===== config.mk =====
export PLATFORM = sky130hd
export DESIGN_NAME = card_socket_control_regs
export DESIGN_NICKNAME = d
export VERILOG_FILES = /design/src/rtl/card_socket_pkg.sv /design/src/rtl/card_socket_control_regs.sv
export VERILOG_INCLUDE_DIRS = /design/src /design/src/rtl
export SDC_FILE = /design/constraint.sdc
export NUM_CORES = 1
export LEC_CHECK = 0
export BUFFER_PORTS_ARGS = -buffer_cell sky130_fd_sc_hd__buf_4
export CORE_MARGIN = 3
export CORE_UTILIZATION = 35
export DETAILED_ROUTE_END_ITERATION = 10
export PLACE_DENSITY_LB_ADDON = 0.05
export SYNTH_ARGS = -nofsm -noshare
export SYNTH_HDL_FRONTEND = slang
export SYNTH_SLANG_ARGS = --single-unit

===== constraint.sdc =====
create_clock -name CLOCK_I -period 2.36 [get_ports CLOCK_I]
set_clock_uncertainty 0.1 [all_clocks]
set_input_delay 0 -clock CLOCK_I [delete_from_list [all_inputs] [get_ports CLOCK_I]]
set_output_delay 0 -clock CLOCK_I [all_outputs]
set_load 0.03 [all_outputs]

===== src/rtl/card_socket_defs.svh =====
`ifndef CARD_SOCKET_DEFS_SVH
`define CARD_SOCKET_DEFS_SVH

// ---------------------------------------------------------------------
// Register byte offsets (one aligned 32-bit word each)
// ---------------------------------------------------------------------
`define OFF_MISC_CTRL    6'h00
`define OFF_GLOBAL_CTRL  6'h04
`define OFF_VSENSE       6'h08
`define OFF_SUPPLY_SEL   6'h0c
`define OFF_STATUS_CHG   6'h10
`define OFF_IRQ_STATUS   6'h14
`define OFF_IRQ_MASK     6'h18
`define OFF_POWER_ENABLE 6'h1c

// ---------------------------------------------------------------------
// Field positions
// ---------------------------------------------------------------------
`define BIT_DELAY_INH    0
`define BIT_CFG_RST_EN   1
`define BIT_EXPL_ACK     2
`define BIT_CHG_DETECT   0
`define BIT_EV_REMOVAL   0
`define BIT_EV_CHANGE    1

// ---------------------------------------------------------------------
// Reset values
// ---------------------------------------------------------------------
`define RST_MISC_CTRL    8'h00
`define RST_GLOBAL_CTRL  8'h00
`define RST_SUPPLY_SEL   2'h0
`define RST_IRQ          2'h0

`endif


===== src/rtl/card_socket_pkg.sv =====
package card_socket_pkg;

    // Wishbone request as seen by the slave
    typedef struct packed {
        logic        cyc;
        logic        stb;
        logic        we;
        logic [5:0]  adr;
        logic [3:0]  sel;
        logic [31:0] dat;
    } wb_req_s;

    // Supply choice codes
    typedef enum logic [1:0] {
        SUPPLY_5V   = 2'b00,
        SUPPLY_3V_A = 2'b01,
        SUPPLY_OFF  = 2'b10,
        SUPPLY_3V_B = 2'b11
    } supply_e;

    // Supply switch pin pair, both active low
    typedef struct packed {
        logic sw5_n;
        logic sw3_n;
    } supply_pins_s;

endpackage : card_socket_pkg


===== src/rtl/card_socket_control_regs.sv =====
`timescale 1ns/1ps
`include "card_socket_defs.svh"
module card_socket_control_regs (
    input  wire logic        CLOCK_I,
    input  wire logic        RST_N_I,
    input  wire logic        WB_CYC_I,
    input  wire logic        WB_STB_I,
    input  wire logic        WB_WE_I,
    input  wire logic [5:0]  WB_ADR_I,
    input  wire logic [3:0]  WB_SEL_I,
    input  wire logic [31:0] WB_DAT_I,
    output logic      [31:0] WB_DAT_O,
    output logic             WB_ACK_O,
    input  wire logic        CARD_DETECT_A_N_I,
    input  wire logic        CARD_DETECT_B_N_I,
    input  wire logic        CARD_VOLTAGE_SENSE_A_I,
    input  wire logic        CARD_VOLTAGE_SENSE_B_I,
    input  wire logic        WIDE_WINDOW_I,
    input  wire logic        STROBE_WE_N_I,
    input  wire logic        STROBE_OE_N_I,
    output logic             STROBE_WE_N_O,
    output logic             STROBE_OE_N_O,
    output logic             CONFIG_RESET_O,
    output logic             SUPPLY_5V_SWITCH_N_O,
    output logic             SUPPLY_3V_SWITCH_N_O,
    output logic             IRQ_O
);

    // -----------------------------------------------------------------
    // Reset release and pin synchronisers
    // -----------------------------------------------------------------
    logic [1:0] rst_sync;
    logic       rst_n;
    logic [3:0] pin_meta;
    logic [3:0] pin_sync;
    logic       cd_both_q;

    // Reset is asserted at once but released through two flops
    always_ff @(posedge CLOCK_I or negedge RST_N_I) begin
        if (!RST_N_I) begin
            rst_sync <= 2'h0;
        end else begin
            rst_sync <= {rst_sync[0], 1'b1};
        end
    end
    assign rst_n = rst_sync[1];

    // Card pins come from outside the clock domain; detects reset to their
    // pulled-up idle level so an empty slot gives no false removal edge
    always_ff @(posedge CLOCK_I or negedge rst_n) begin
        if (!rst_n) begin
            pin_meta <= 4'h3;
            pin_sync <= 4'h3;
        end else begin
            pin_meta <= {CARD_VOLTAGE_SENSE_B_I, CARD_VOLTAGE_SENSE_A_I,
                         CARD_DETECT_B_N_I, CARD_DETECT_A_N_I};
            pin_sync <= pin_meta;
        end
    end

    // -----------------------------------------------------------------
    // Bus decode
    // -----------------------------------------------------------------
    card_socket_pkg::wb_req_s req;
    logic                     access;
    logic                     wr;
    logic                     rd;

    assign req    = '{cyc: WB_CYC_I, stb: WB_STB_I, we: WB_WE_I,
                      adr: WB_ADR_I, sel: WB_SEL_I, dat: WB_DAT_I};
    // Ack is one cycle; the gap on ack keeps a held request from firing twice
    assign access = req.cyc && req.stb && !WB_ACK_O;
    assign wr     = access && req.we && req.sel[0];
    assign rd     = access && !req.we;

    // -----------------------------------------------------------------
    // Removal detect and configuration reset pulse
    // -----------------------------------------------------------------
    logic cd_both;
    logic removal;
    logic [7:0] misc_ctrl;
    logic [7:0] global_ctrl;

    assign cd_both = pin_sync[0] && pin_sync[1];
    assign removal = cd_both && !cd_both_q;

    always_ff @(posedge CLOCK_I or negedge rst_n) begin
        if (!rst_n) begin
            cd_both_q <= 1'b1;
        end else begin
            cd_both_q <= cd_both;
        end
    end

    // One-clock pulse to the slot's window and control registers
    always_ff @(posedge CLOCK_I or negedge rst_n) begin
        if (!rst_n) begin
            CONFIG_RESET_O <= 1'b0;
        end else begin
            CONFIG_RESET_O <= removal
                && misc_ctrl[`BIT_CFG_RST_EN];
        end
    end

    // -----------------------------------------------------------------
    // Control registers
    // -----------------------------------------------------------------
    logic [1:0] supply_sel;
    logic       power_en;

    // Only defined bits are stored, so reserved writes are lost
    always_ff @(posedge CLOCK_I or negedge rst_n) begin
        if (!rst_n) begin
            misc_ctrl   <= `RST_MISC_CTRL;
            global_ctrl <= `RST_GLOBAL_CTRL;
            supply_sel  <= `RST_SUPPLY_SEL;
            power_en    <= 1'b0;
        end else if (wr) begin
            case (req.adr)
                `OFF_MISC_CTRL:
                    misc_ctrl   <= {6'h00, req.dat[1:0]};
                `OFF_GLOBAL_CTRL:
                    global_ctrl <= {5'h00, req.dat[2], 2'h0};
                `OFF_SUPPLY_SEL:
                    supply_sel  <= req.dat[1:0];
                `OFF_POWER_ENABLE:
                    power_en    <= req.dat[0];
                default: ;
            endcase
        end
    end

    // -----------------------------------------------------------------
    // Card status change and interrupt
    // -----------------------------------------------------------------
    logic       chg_detect;
    logic [1:0] irq_status;
    logic [1:0] irq_mask;
    logic       expl_ack;
    logic       chg_event;
    logic       chg_clr;
    logic [1:0] ev;
    logic [1:0] ev_clr;

    assign expl_ack  = global_ctrl[`BIT_EXPL_ACK];
    assign chg_event = cd_both != cd_both_q;
    // Read clears only in implicit mode; write-one clears only explicitly
    assign chg_clr = (req.adr == `OFF_STATUS_CHG) &&
        ((rd && !expl_ack)
         || (wr && expl_ack && req.dat[`BIT_CHG_DETECT]));

    // A change in the same cycle as the clear wins
    always_ff @(posedge CLOCK_I or negedge rst_n) begin
        if (!rst_n) begin
            chg_detect <= 1'b0;
        end else if (chg_event) begin
            chg_detect <= 1'b1;
        end else if (chg_clr) begin
            chg_detect <= 1'b0;
        end
    end

    assign ev     = {chg_event, removal};
    assign ev_clr = (wr && req.adr == `OFF_IRQ_STATUS) ?
                    req.dat[1:0] : 2'h0;

    // Sticky events, write one to clear, set beats clear
    always_ff @(posedge CLOCK_I or negedge rst_n) begin
        if (!rst_n) begin
            irq_status <= `RST_IRQ;
            irq_mask   <= `RST_IRQ;
        end else begin
            irq_status <= ev | (irq_status & ~ev_clr);
            if (wr && req.adr == `OFF_IRQ_MASK) begin
                irq_mask <= req.dat[1:0];
            end
        end
    end

    always_ff @(posedge CLOCK_I or negedge rst_n) begin
        if (!rst_n) begin
            IRQ_O <= 1'b0;
        end else begin
            IRQ_O <= |(irq_status & irq_mask);
        end
    end

    // -----------------------------------------------------------------
    // Strobe falling-edge delay
    // -----------------------------------------------------------------
    logic we_q;
    logic oe_q;
    logic delay_on;

    assign delay_on = WIDE_WINDOW_I && !misc_ctrl[`BIT_DELAY_INH];

    // Strobes are in this clock's domain; delay only the fall
    always_ff @(posedge CLOCK_I or negedge rst_n) begin
        if (!rst_n) begin
            we_q          <= 1'b1;
            oe_q          <= 1'b1;
            STROBE_WE_N_O <= 1'b1;
            STROBE_OE_N_O <= 1'b1;
        end else begin
            we_q <= STROBE_WE_N_I;
            oe_q <= STROBE_OE_N_I;
            if (delay_on) begin
                STROBE_WE_N_O <= STROBE_WE_N_I | we_q;
                STROBE_OE_N_O <= STROBE_OE_N_I | oe_q;
            end else begin
                STROBE_WE_N_O <= STROBE_WE_N_I;
                STROBE_OE_N_O <= STROBE_OE_N_I;
            end
        end
    end

    // -----------------------------------------------------------------
    // Supply switch pins
    // -----------------------------------------------------------------
    card_socket_pkg::supply_pins_s pins;

    always_comb begin
        pins = '{sw5_n: 1'b1, sw3_n: 1'b1};
        if (power_en) begin
            case (card_socket_pkg::supply_e'(supply_sel))
                card_socket_pkg::SUPPLY_5V:
                    pins = '{sw5_n: 1'b0, sw3_n: 1'b1};
                card_socket_pkg::SUPPLY_3V_A,
                card_socket_pkg::SUPPLY_3V_B:
                    pins = '{sw5_n: 1'b1, sw3_n: 1'b0};
                default:
                    pins = '{sw5_n: 1'b1, sw3_n: 1'b1};
            endcase
        end
    end

    always_ff @(posedge CLOCK_I or negedge rst_n) begin
        if (!rst_n) begin
            SUPPLY_5V_SWITCH_N_O <= 1'b1;
            SUPPLY_3V_SWITCH_N_O <= 1'b1;
        end else begin
            SUPPLY_5V_SWITCH_N_O <= pins.sw5_n;
            SUPPLY_3V_SWITCH_N_O <= pins.sw3_n;
        end
    end

    // -----------------------------------------------------------------
    // Read data and ack
    // -----------------------------------------------------------------
    logic [31:0] rdata;

    // Unmapped addresses read zero and still ack
    always_comb begin
        rdata = 32'h0;
        case (req.adr)
            `OFF_MISC_CTRL:    rdata = {24'h0, misc_ctrl};
            `OFF_GLOBAL_CTRL:  rdata = {24'h0, global_ctrl};
            `OFF_VSENSE:       rdata = {30'h0, pin_sync[3:2]};
            `OFF_SUPPLY_SEL:   rdata = {30'h0, supply_sel};
            `OFF_STATUS_CHG:   rdata = {31'h0, chg_detect};
            `OFF_IRQ_STATUS:   rdata = {30'h0, irq_status};
            `OFF_IRQ_MASK:     rdata = {30'h0, irq_mask};
            `OFF_POWER_ENABLE: rdata = {31'h0, power_en};
            default:           rdata = 32'h0;
        endcase
    end

    always_ff @(posedge CLOCK_I or negedge rst_n) begin
        if (!rst_n) begin
            WB_ACK_O <= 1'b0;
            WB_DAT_O <= 32'h0;
        end else begin
            WB_ACK_O <= access;
            WB_DAT_O <= rd ? rdata : 32'h0;
        end
    end
endmodule : card_socket_control_regs


* Word-level counts from Yosys, hierarchy flattened
Cells that the tools add are included.
** Storage, ports and cells
- Bits in read-only memories :: 0
- Word-level logic and storage cells :: 76
- Input port bits :: 54
- Output and inout port bits :: 39
- Latch bits :: 0
- Flip-flop bits (word level) :: 34
- Memories :: 0
- RAM bits :: 0
** Operators by class
- Mux-type cells :: 9
- $mul :: 0
- Add/sub/neg operators :: 0
- Reductions and logical operators :: 30
- Order comparisons :: 0
- Shift operators :: 0
- Equal/unequal tests :: 10
- Divide/modulo/power cells :: 0
- Bitwise gates (word level) :: 6
** Operators by type and width (count)
- 6-bit by 5-bit equality test with 1-bit output (second input constant) :: 4
- 3-bit case mux with 8 select lines :: 1
- 1-bit logical AND :: 15
- 6-bit by 4-bit equality test with 1-bit output (second input constant) :: 2
- 2-bit AND reduction :: 4
- 6-bit by 3-bit equality test with 1-bit output (second input constant) :: 1
- 6-bit logical NOT :: 1
- 1-bit logical NOT :: 5
- 2-bit AND :: 2
- 1-bit two-way mux :: 4
- 2-bit two-way mux :: 2
- 2-bit case mux with 2 select lines :: 1
- 2-bit OR reduction :: 2
- 3-bit two-way mux :: 1
- 2-bit by 1-bit equality test with 1-bit output (second input constant) :: 1
- 2-bit equality test (second input constant) :: 1
- 2-bit logical NOT :: 1
- 2-bit inverter :: 1
- 1-bit OR :: 2
- 2-bit OR :: 1
- 2-bit nonzero test :: 1
- 1-bit logical OR :: 1
- 1-bit inequality test :: 1

* Longest topological paths before layout
Gate-level depths: netlist (run 1).
- Depth in word-level cells :: 10
- Depth in mapped cells :: 5
- Gate-level depth less buffers :: 4

* Worst setup path before layout (run 1)
Ideal clock, no wire load.
- Path type :: flip-flop to flip-flop
- Start :: register WB_ACK_O
- End :: register irq_mask[0]
- Path slack :: 425 ps
- Setup time :: 125 ps
- Required time :: 2135 ps
- Arrival time :: 1711 ps
- Buffers on the path :: 0
- Cell stages (with the launch flop) :: 4
- Path through :: dfrtp_1 > or4_4 > nor3_1 > mux2_2
** Between the ends
- Word-level cells in the longest chain between the ends :: 5
** RTL lines
- start, declared :: RTL line card_socket_control_regs.sv:13 : output logic WB_ACK_O,
- start signal, assigned :: RTL line card_socket_control_regs.sv:273 : WB_ACK_O <= access;
- 1-bit logical NOT :: RTL line card_socket_control_regs.sv:72 : assign access = req.cyc && req.stb && !WB_ACK_O;
- 1-bit logical AND :: RTL line card_socket_control_regs.sv:72
- 1-bit logical AND (2 in a row) :: RTL line card_socket_control_regs.sv:73 : assign wr = access && req.we && req.sel[0];
- 1-bit logical AND (no line)
- end signal, assigned :: RTL line card_socket_control_regs.sv:171 : irq_mask <= `RST_IRQ;
- end signal, assigned :: RTL line card_socket_control_regs.sv:175 : irq_mask <= req.dat[1:0];
- end, declared :: RTL line card_socket_control_regs.sv:138 : logic [1:0] irq_mask;
Every way passes these cells.
A chain may end at the register's enable or synchronous reset.

* Worst setup path in the final report (run 1)
Same ends and word-level chain as after synthesis.

==> results of run 1 <==
-- synthesized netlist by cell type, drive strengths merged --
cell / instances / area (sq um)
conb: 2 / 7.51
nand3: 5 / 25.0
nor4: 2 / 18.8
or3b: 1 / 8.76
o41ai: 1 / 8.76
a311oi: 1 / 8.76
nor3: 3 / 15.0
a31oi: 3 / 18.8
and2: 3 / 18.8
nor3b: 3 / 22.5
o21ai: 2 / 10.0
buf: 32 / 235
or3: 1 / 11.3
ha: 1 / 12.5
nor2b: 1 / 6.26
a211oi: 1 / 7.51
and3: 1 / 6.26
inv: 5 / 18.8
mux2i: 3 / 30.0
a22o: 1 / 8.76
nand2: 8 / 30.0
nor2: 4 / 15.0
or4: 1 / 11.3
dfrtp: 23 / 576
nand3b: 1 / 7.51
and3b: 1 / 8.76
a21o: 4 / 30.0
dfstp: 11 / 289
mux2: 8 / 90.1
-- tightest hold or removal path, cell delays in order --
cell and delay [ns]:
buf_4 0.07, nor2b_1 0.16, a21o_1 0.13
-- per-layer routing --
| layer | up-vias | wire [um] | GRT usage |
|---|---|---|---|
| met4 | 0 | 20 | 0.0553 |
| li1 | 495 | - | - |
| met1 | 511 | 1130 | 0.145 |
| met5 | - | 0 | 0 |
| met2 | 49 | 1530 | 0.212 |
| met3 | 2 | 242 | 0.0317 |
-- through the flow --
stage,hold WS [ns],area [sq um],total power (W)
finish,0.0194,2030,0.00134
global route,0.0284,2030,0.00141
CTS,0.00261,2030,0.00136
detailed placement,-0.317,1730,0.000786
global placement,-0.318,1730,0.000783
floorplan,-0.396,1660,0.000772
-- worst paths after layout --
check / end / slack [ns] / depth (start not counted)
max: irq_mask[0]$_DFFE_PN0P_ / 0.44 / 3
min: STROBE_WE_N_O$_DFF_PN1_ / 0.02 / 3
max reg2reg: irq_mask[0]$_DFFE_PN0P_ / 0.44 / 3
min reg2reg: misc_ctrl[1]$_DFFE_PN0P_ / 0.16 / 1
max in group asynchronous: rst_sync[0]$_DFF_PN0_ / 1.56 / 3
min in group asynchronous: misc_ctrl[1]$_DFFE_PN0P_ / 0.16 / 1
-- flip-flops by register name, summed over array words and instances, names as in the netlist, 2 cells and up --
name        flops
misc_ctrl       2
irq_mask        2
rst_sync        2
supply_sel      2
WB_DAT_O        3
pin_meta        4
pin_sync        4
irq_status      2
-- logic make-up (layout without fill, tap and decap cells) --
group | after synthesis | in the layout | share of synthesized area
AO/OA/AOI/OAI | 13 | 13 | 0.0595
buffers and inverters | 37 | 63 | 0.163
other | 2 | 30 | 0.00482
multiplexers | 11 | 11 | 0.0772
flip-flops | 34 | 34 | 0.555
adder cells (fa/ha/maj) | 1 | 1 | 0.00804
AND/OR/NAND/NOR | 35 | 35 | 0.132
-- final cells by class --
cell class	count	area [sq um]	share of cell area
Sequential cell	34	865	0.427
Tap cell	50	62.6	0.0309
Multi-Input combinational cell	90	543	0.268
Inverter	5	18.8	0.00926
Clock buffer	7	86.3	0.0426
Timing Repair Buffer	50	420	0.208
Clock inverter	1	30.0	0.0148
-- power groups by stage --
stage | Sequential (W) | Clock [W] | Combinational, W
final | 0.000617 | 0.000536 | 0.000182
after CTS | 0.000617 | 0.000561 | 0.000182
after global routing | 0.000619 | 0.000591 | 0.000199
after detailed placement | 0.000627 | 0 | 0.000158
after global placement | 0.000626 | 0 | 0.000157
after floorplan | 0.000642 | 0 | 0.000131
-- repair_timing --
| action | 4_1_cts | 5_1_grt |
|---|---|---|
| hold endpoints to repair | 25 | 0 |
| resized for setup | 0 | 0 |
| hold buffers | 18 | 0 |
| endpoints found under the setup margin | 0 | 0 |
==> summary.md, run 1 <==
| Metric | Value |
|---|---|
| Status | `finished, final reports clean` |
| Num CTS Buffers | `5` |
| Clock Tree Root | `clkbuf_8` |
| Setup WS pre-CTS | `0.439 ns` |
| CTS H-Tree Depth | `2` |
| Via count | `1,057` |
| Drt total wl | `2920 um` |
| Clk buf depth | `2` |
| Fin. Hold Viols | `0` |
| Die Ht | `72.7 um` |
| DRC | `0` |
| Crit share post-route | `0.813` |
| Top Ports | `93` |
| # setup viols final | `0` |
| Unrepaired setup endpoints after global routing | `false` |
| Worst path required time | `2.42 ns` |
| Worst hold path startpoint | `WIDE_WINDOW_I` |
| TNS Setup | `0 ns` |
| Antenna Nets Post-Route | `0` |
| Reg-to-Reg Start | `WB_ACK_O$_DFF_PN0_` |
| Syn_area_per_cell | `11.7 sq um` |
| Max Fclk | `521 MHz` |
| Util after Layout | `0.489` |
| Core Box Area | `0.00414 sq mm` |
| Combinational power share | `0.136` |
| Worst VDD drop | `412 uV` |
| Post-synthesis sequential element count | `34` |
| Filler Cells Inserted | `387` |
| Switching pwr | `0.000318 W` |
| Detailed placement HPWL | `2100 um` |
| Vias per cell | `4.46` |
| Post-CTS Setup Bufs | `0` |
| WL/cell | `12.3 um` |
| Pleak | `0.974 nW` |
| Starting Density | `0.376` |
| Yosys cell types | `31` |
| Kind of cell adding the most delay to the critical path | `simple AND/OR/NAND/NOR gates` |
| Layout cells sized above 1 | `0.332` |
| Worst skew pair latency | `0.27 ns` |
| ANT cells | `0` |
| Switching Fraction | `0.238` |
| Initial antenna violation count | `0` |
| Cells along the critical path | `or4_4, nor3_1, mux2_2` |
| Sequential share of the synthesized area | `0.555` |
| Die ar. | `0.00528 sq mm` |
| Most common cell after layout, fill and taps aside | `buf_4` |
| Area Growth Syn to Fin | `30.1%` |
| Synthesized instance count | `133` |
| Cell area after synthesis | `0.00156 sq mm` |
| Internal power | `0.00102 W` |
| Worst Setup SP | `WB_ACK_O$_DFF_PN0_` |
| WP buf/inv | `0` |
| DP Cell Count | `211` |
| Final worst setup slack | `0.441 ns` |
| I/O Buffers | `31` |
| CP Launch Type | `register` |
| GRT Total Usage | `0.124` |
| CP max stage cell | `or4_4` |
| Seq pwr share | `0.462` |
| CP Data Arrival Time | `1.98 ns` |
| Hold WC Path Type | `in2reg` |
| Crit path kind | `reg2reg` |
| CP Max Fanout | `5` |
| CTS sink cnt | `34` |
| Fin crit period | `1.92 ns` |
| DRT Pass-1 Iters | `4` |
| # Max-Cap Violations | `0` |
| # rows | `23` |
| Cell Pwr Density | `659 mW/mm^2` |
| Vias in the first global route | `1,046` |
| Slowest cell delay on critical path | `0.58 ns` |
| Overflow after GRT | `0` |
| Non-Filler Instances | `237` |
| Synth warn | `0` |
| Worst-path clk slew | `0.06 ns` |
| Worst setup EP type | `register` |
| Largest net degree at the start of global routing | `33` |
| Die X | `72.7 um` |
| CTS tree | `yes` |
| Nets | `241` |
| Count of pins over their slew limit | `0` |
| First DRT Iteration DRCs | `62` |
| Clk network pwr share | `0.402` |
| Routability cong. | `0.764` |
| First-pass GRT wire length | `4960 um` |
| Commonest non-fill, non-tap cells in the layout | `buf_4 (32), conb_1 (30), dfrtp_1 (23), dlygate4sd3_1 (18), dfstp_2 (11)` |
(Power assumes the default switching activity.)
==> run 2, diff against run 1 <==
--- a/config.mk
+++ b/config.mk
@@ -6,6 +6,7 @@
 export SDC_FILE = /design/constraint.sdc
 export NUM_CORES = 1
 export LEC_CHECK = 0
+export ABC_AREA = 1
 export BUFFER_PORTS_ARGS = -buffer_cell sky130_fd_sc_hd__buf_4
 export CORE_MARGIN = 3
 export CORE_UTILIZATION = 35
==> constraint.sdc (replaced) <==
create_clock -name CLOCK_I -period 2 [get_ports CLOCK_I]
set_clock_uncertainty 0.1 [all_clocks]
set_input_delay 0 -clock CLOCK_I [delete_from_list [all_inputs] [get_ports CLOCK_I]]
set_output_delay 0 -clock CLOCK_I [all_outputs]
set_load 0.03 [all_outputs]
==> summary.md, run 2 <==
| Metric | Value |
|---|---|
| # rows | `24` |
| DP Cell Count | `256` |
| DRC | `0` |
| Worst setup path end | `WB_DAT_O[2]$_DFF_PN0_` |
| Synthesized instance count | `173` |
| Top-area cell type share of the netlist area | `0.357` |
| Clk buf depth | `2` |
| Core Box Area | `0.00441 sq mm` |
| Reg-to-Reg Start | `WB_ACK_O$_DFF_PN0_` |
| Max Fclk | `552 MHz` |
| Worst R2R End | `WB_DAT_O[2]$_DFF_PN0_` |
| Top Ports | `93` |
| CP Data Arrival Time | `1.93 ns` |
| Cell Pwr Density | `682 mW/mm^2` |
| Worst reg-to-reg path cell count | `5` |
| Commonest non-fill, non-tap cells in the layout | `nand2_1 (39), buf_4 (32), conb_1 (30), dfrtp_1 (23), dlygate4sd3_1 (20)` |
| Worst Setup SP | `WB_ACK_O$_DFF_PN0_` |
| Hold WC Path Type | `in2reg` |
| CTS tree | `yes` |
| WL/cell | `10.6 um` |
| Regs by FF count | `pin_meta: 4 flops, pin_sync: 4 flops, WB_DAT_O: 3 flops` |
| Vias in the first global route | `1,182` |
| Syn_area_per_cell | `9.33 sq um` |
| Reg2Reg Setup Slack | `0.19 ns` |
| Cell area after synthesis | `0.00161 sq mm` |
| Worst skew pair latency | `0.28 ns` |
| Routed met3 length | `220 um` |
| Area Growth Syn to Fin | `29.5%` |
| Fin crit period | `1.81 ns` |
| CP max stage cell | `dlygate4sd3_1` |
| CP Max Fanout | `3` |
| Clock Tree Root | `clkbuf_8` |
| ANT cells | `0` |
| Pleak | `1.02 nW` |
| Vias per cell | `4.30` |
| Met1 wire length | `1140 um` |
| Max layer used | `met4` |
| Synth warn | `0` |
| CTS H-Tree Depth | `2` |
| Die X | `73.9 um` |
| Non-Filler Instances | `284` |
| Kind of cell adding the most delay to the critical path | `buffers and inverters` |
| Area leader, netlist | `dfrtp_1` |
| TNS Setup | `0 ns` |
| Top cells by area, synth | `dfrtp_1 (36%), dfstp_2 (18%), buf_4 (13%), nand2_1 (9.1%), inv_1 (3.7%)` |
| First DRT Iteration DRCs | `51` |
| Slowest cell delay on critical path | `0.57 ns` |
| Area of the multi-input gates | `569 sq um` |
| Count leader, synth | `nand2_1` |
| Layout cells sized above 1 | `0.284` |
| WP buf/inv | `2` |
| Routability cong. | `0.814` |
| Asr flop ratio synth | `1.00` |
| Die ar. | `0.00546 sq mm` |
| Worst-path clk slew | `0.06 ns` |
| Post-cts resize count | `0` |
| Num CTS Buffers | `5` |
| Fin Hold WS | `0.0640 ns` |
| Antenna Nets Post-Route | `0` |
| Die Ht | `73.9 um` |
| Nets | `286` |
| Count of pins over their slew limit | `0` |
| Worst VDD drop | `420 uV` |
| EDFF count, synth | `0` |
| CP Launch Type | `register` |
| First-pass GRT wire length | `5030 um` |
| Most instantiated cells after synthesis | `nand2_1 (39), buf_4 (29), dfrtp_1 (23), inv_1 (16), nor2_1 (13)` |
| Detailed placement HPWL | `2250 um` |
| Critical path depth | `5` |
| Filler Cells Inserted | `419` |
| Starting Density | `0.366` |
| Initial antenna violation count | `0` |
| CTS sink cnt | `34` |
| Unrepaired setup endpoints after global routing | `false` |
| Overflow after GRT | `0` |
| DRT Pass-1 Iters | `4` |
| # setup viols final | `0` |
| Seq. cell area | `865 sq um` |
| Cells along the critical path | `nand3b_1, nor2_1, inv_1, nor4_2, dlygate4sd3_1` |
| Most common cell after layout, fill and taps aside | `nand2_1` |
| Via count | `1,221` |
| Most used DFF post-synth | `dfrtp_1` |
| Drt total wl | `3000 um` |
| Yosys cell types | `23` |
| Worst setup EP type | `register` |
| I/O Buffers | `31` |
| Sequential share of the synthesized area | `0.536` |
| Metal2 WL | `1560 um` |
| Post-synthesis sequential element count | `34` |
| Largest net degree at the start of global routing | `30` |
| Crit share post-route | `0.906` |
| # Max-Cap Violations | `0` |
| Fin. Hold Viols | `0` |
| Crit path kind | `reg2reg` |
| Worst path required time | `2.12 ns` |
| Status | `finished, final reports clean` |
| GRT Total Usage | `0.122` |
-- run 2: cell types whose count changed after synthesis, sizes merged, moves of 4 or more --
cell | previous run | this run
o21ai | 2 | 9
nand2 | 8 | 40
a21o | 4 | 0
nand4 | 0 | 5
inv | 5 | 18
nor2 | 4 | 21
mux2 | 8 | 0
-- run 2: cell type report --
class / count / share of cell area
timing repair buffer: 52 / 0.211
tap: 52 / 0.0311
multi-input combinational: 120 / 0.272
inverter: 18 / 0.0323
clock buffer: 6 / 0.0347
clock inverter: 2 / 0.00479
sequential: 34 / 0.414
-- run 2: per-stage QoR --
step | util | setup WS, ns | power [W] | area [sq um]
floorplan | - | 0.631 | 0.000913 | 1720
global placement | 0.409 | 0.643 | 0.000932 | 1810
detailed placement | 0.409 | 0.657 | 0.000935 | 1810
CTS | 0.473 | 0.165 | 0.00145 | 2090
global route | 0.473 | 0.0727 | 0.00150 | 2090
finish | 0.473 | 0.188 | 0.00142 | 2090
-- run 2: logic make-up (layout without fill, tap and decap cells) --
logic type	count (synthesis)	count (layout)	share of synthesized area
simple gates	75	75	0.225
buf+inv	47	78	0.177
flops	34	34	0.536
compound gates	14	14	0.0504
other cells	2	30	0.00465
fa+ha+maj	1	1	0.00775
-- run 2: worst min path at each step --
| stage | to | cells past startpoint | startpoint | slack, ns |
|---|---|---|---|---|
| floorplan | rst_sync[0]$_DFF_PN0_ | 0 | RST_N_I | -0.40 |
| global placement | rst_sync[1]$_DFF_PN0_ | 1 | RST_N_I | -0.32 |
| detailed placement | rst_sync[0]$_DFF_PN0_ | 1 | RST_N_I | -0.32 |
| global route | global_ctrl[2]$_DFFE_PN0P_ | 5 | WB_ADR_I[2] | 0.09 |
| CTS | global_ctrl[2]$_DFFE_PN0P_ | 5 | WB_ADR_I[2] | 0.06 |
| finish | global_ctrl[2]$_DFFE_PN0P_ | 5 | WB_ADR_I[2] | 0.06 |
-- run 2: power by group --
group | switching, W | internal (W)
combinational | 0.000149 | 0.0000747
clock | 0.000233 | 0.000241
sequential | 0.00000890 | 0.000718
total | 0.000391 | 0.00103
-- run 2: tightest hold or removal path, delay by kind of cell --
kind	cells	cell delay (ns)
AO/OA/AOI/OAI	1	0.06
AND/OR/NAND/NOR	3	0.20
buffers and inverters	1	0.13
-- run 2: per-layer routing --
| metal | vias to the layer above | global-route usage |
|---|---|---|
| met5 | - | 0 |
| met4 | 0 | 0.0543 |
| met3 | 10 | 0.0410 |
| met2 | 45 | 0.212 |
| met1 | 570 | 0.136 |
| li1 | 596 | - |
-- run 2: what timing repair did --
| item | CTS | global route |
|---|---|---|
| hold buffers | 20 | 0 |
| endpoints found under the hold margin | 26 | 0 |
| setup buffers | 0 | 0 |
==> run 3, diff against run 2 <==
--- a/config.mk
+++ b/config.mk
@@ -7,9 +7,9 @@
 export NUM_CORES = 1
 export LEC_CHECK = 0
 export ABC_AREA = 1
-export BUFFER_PORTS_ARGS = -buffer_cell sky130_fd_sc_hd__buf_4
+export BUFFER_PORTS_ARGS = -buffer_cell sky130_fd_sc_hd__buf_2
 export CORE_MARGIN = 3
-export CORE_UTILIZATION = 35
+export CORE_UTILIZATION = 43
 export DETAILED_ROUTE_END_ITERATION = 10
 export PLACE_DENSITY_LB_ADDON = 0.05
 export SYNTH_ARGS = -nofsm -noshare
==> summary.md, run 3 (synthesis gave the netlist of run 2 again) <==
| Metric | Value |
|---|---|
| CP Data Arrival Time | `1.95 ns` |
| Worst hold path startpoint | `WB_ADR_I[0]` |
| Antenna Nets Post-Route | `0` |
| Routability cong. | `0.877` |
| Via count | `1,187` |
| Worst skew pair latency | `0.27 ns` |
| Combinational power share | `0.131` |
| CP Max Fanout | `3` |
| Internal power | `0.00118 W` |
| GRT Total Usage | `0.148` |
| Unrepaired setup endpoints after global routing | `false` |
| Worst setup EP type | `register` |
| Layout cells sized above 1 | `0.288` |
| # Max-Cap Violations | `0` |
| ANT cells | `0` |
| First-pass GRT wire length | `4930 um` |
| DRC | `0` |
| Die Ht | `67.3 um` |
| Switching Fraction | `0.242` |
| Die ar. | `0.00452 sq mm` |
| Core Box Area | `0.00347 sq mm` |
| Most common cell after layout, fill and taps aside | `nand2_1` |
| CTS sink cnt | `34` |
| WP buf/inv | `2` |
| CTS tree | `yes` |
| Clk network pwr share | `0.403` |
| Status | `finished, final reports clean` |
| Worst reg-to-reg path cell count | `5` |
| Switching pwr | `0.000378 W` |
| Fin crit period | `1.84 ns` |
| Fin. Hold Viols | `0` |
| Kind of cell adding the most delay to the critical path | `buffers and inverters` |
| Num CTS Buffers | `5` |
| Reg2Reg Setup Slack | `0.16 ns` |
| Die X | `67.3 um` |
| Commonest non-fill, non-tap cells in the layout | `nand2_1 (39), buf_2 (31), conb_1 (30), dfrtp_1 (23), dlygate4sd3_1 (17)` |
| Worst R2R End | `WB_DAT_O[2]$_DFF_PN0_` |
| Worst VDD drop | `510 uV` |
| Regs by FF count | `pin_meta: 4 flops, pin_sync: 4 flops, WB_DAT_O: 3 flops` |
| Min-Delay Endpoint | `power_en$_DFFE_PN0P_` |
| Seq pwr share | `0.466` |
| Pleak | `0.999 nW` |
| Hold depth | `4` |
| Post-CTS Setup Bufs | `0` |
| Largest net degree at the start of global routing | `33` |
| DRT Pass-1 Iters | `4` |
| Post-cts resize count | `0` |
| Slowest cell delay on critical path | `0.57 ns` |
| Vias per cell | `4.32` |
| Worst-path clk slew | `0.06 ns` |
| # rows | `21` |
| TNS Setup | `0 ns` |
| Top Ports | `93` |
| Starting Density | `0.465` |
| # setup viols final | `0` |
| Fin area | `0.00201 sq mm` |
| Vias in the first global route | `1,168` |
| Max Fclk | `545 MHz` |
| Initial antenna violation count | `0` |
| Hold WC Path Type | `in2reg` |
| First DRT Iteration DRCs | `40` |
| I/O Buffers | `31` |
| Worst path required time | `2.11 ns` |
| Drt total wl | `2940 um` |
| Clock Tree Root | `clkbuf_8` |
| Clk buf depth | `2` |
| Count of pins over their slew limit | `0` |
| Detailed placement HPWL | `2180 um` |
| Placed cell area | `0.00172 sq mm` |
| Cell Pwr Density | `776 mW/mm^2` |
| CP max stage cell | `dlygate4sd3_1` |
| Crit share post-route | `0.918` |
| Nets | `283` |
| Area Growth Syn to Fin | `24.4%` |
| Reg-to-Reg Start | `WB_ACK_O$_DFF_PN0_` |
| CTS H-Tree Depth | `2` |
| CP Launch Type | `register` |
| Crit path kind | `reg2reg` |
| Post-CTS Hold Buffers | `17` |
| WL/cell | `10.7 um` |
| Overflow after GRT | `0` |
| Cells along the critical path | `nand3b_1, nor2_1, inv_1, nor4_2, dlygate4sd3_1` |
run 3: worst max path at each step:
stage	startpoint	endpoint	cells past startpoint
after global placement	WB_ACK_O$_DFF_PN0_	chg_detect$_DFFE_PN0P_	7
final	WB_ACK_O$_DFF_PN0_	WB_DAT_O[2]$_DFF_PN0_	5
after floorplan	WB_ACK_O$_DFF_PN0_	chg_detect$_DFFE_PN0P_	7
after detailed placement	WB_ACK_O$_DFF_PN0_	chg_detect$_DFFE_PN0P_	7
after global routing	WB_ACK_O$_DFF_PN0_	WB_DAT_O[2]$_DFF_PN0_	5
after CTS	WB_ACK_O$_DFF_PN0_	WB_DAT_O[2]$_DFF_PN0_	5
run 3: metrics by stage:
step                      std cells  setup slack (ns)  power [W]  hold WS [ns]  utilization
final                           275             0.165    0.00156        0.0248        0.579
after global routing            275            0.0588    0.00164        0.0233        0.579
after CTS                       275             0.170    0.00158       0.00958        0.579
after detailed placement        250             0.665   0.000918        -0.310        0.496
after global placement          250             0.663   0.000915        -0.314        0.496
after floorplan                 201             0.631   0.000913        -0.396            -
run 3: layer usage:
layer / GRT usage / part of all wire
met4: 0.0633 / 0.020
met1: 0.171 / 0.40
met2: 0.250 / 0.51
met3: 0.0499 / 0.072
met5: 0 / 0
run 3: area by class of cell:
type                       instances  area [sq um]
clock buffer                       7          86.3
clock inverter                     1          30.0
fill                             322          1460
inverter                          18          67.6
multi-input combinational        120           569
sequential                        34           865
tap                               46          57.6
timing repair buffer              49           333
run 3: worst register-to-register path: cells and delay by family (launching register included):
family                 cells  cell delay [ns]
buffers and inverters      2             0.68
DFF                        1             0.37
and+or+nand+nor            3             0.63
run 3: power groups by stage:
stage          clock network, W  logic, W  registers [W]
6_report               0.000628  0.000204       0.000726
2_1_floorplan                 0  0.000156       0.000757
4_1_cts                0.000653  0.000204       0.000726
3_5_place_dp                  0  0.000180       0.000739
3_3_place_gp                  0  0.000177       0.000738
5_1_grt                0.000685  0.000224       0.000728
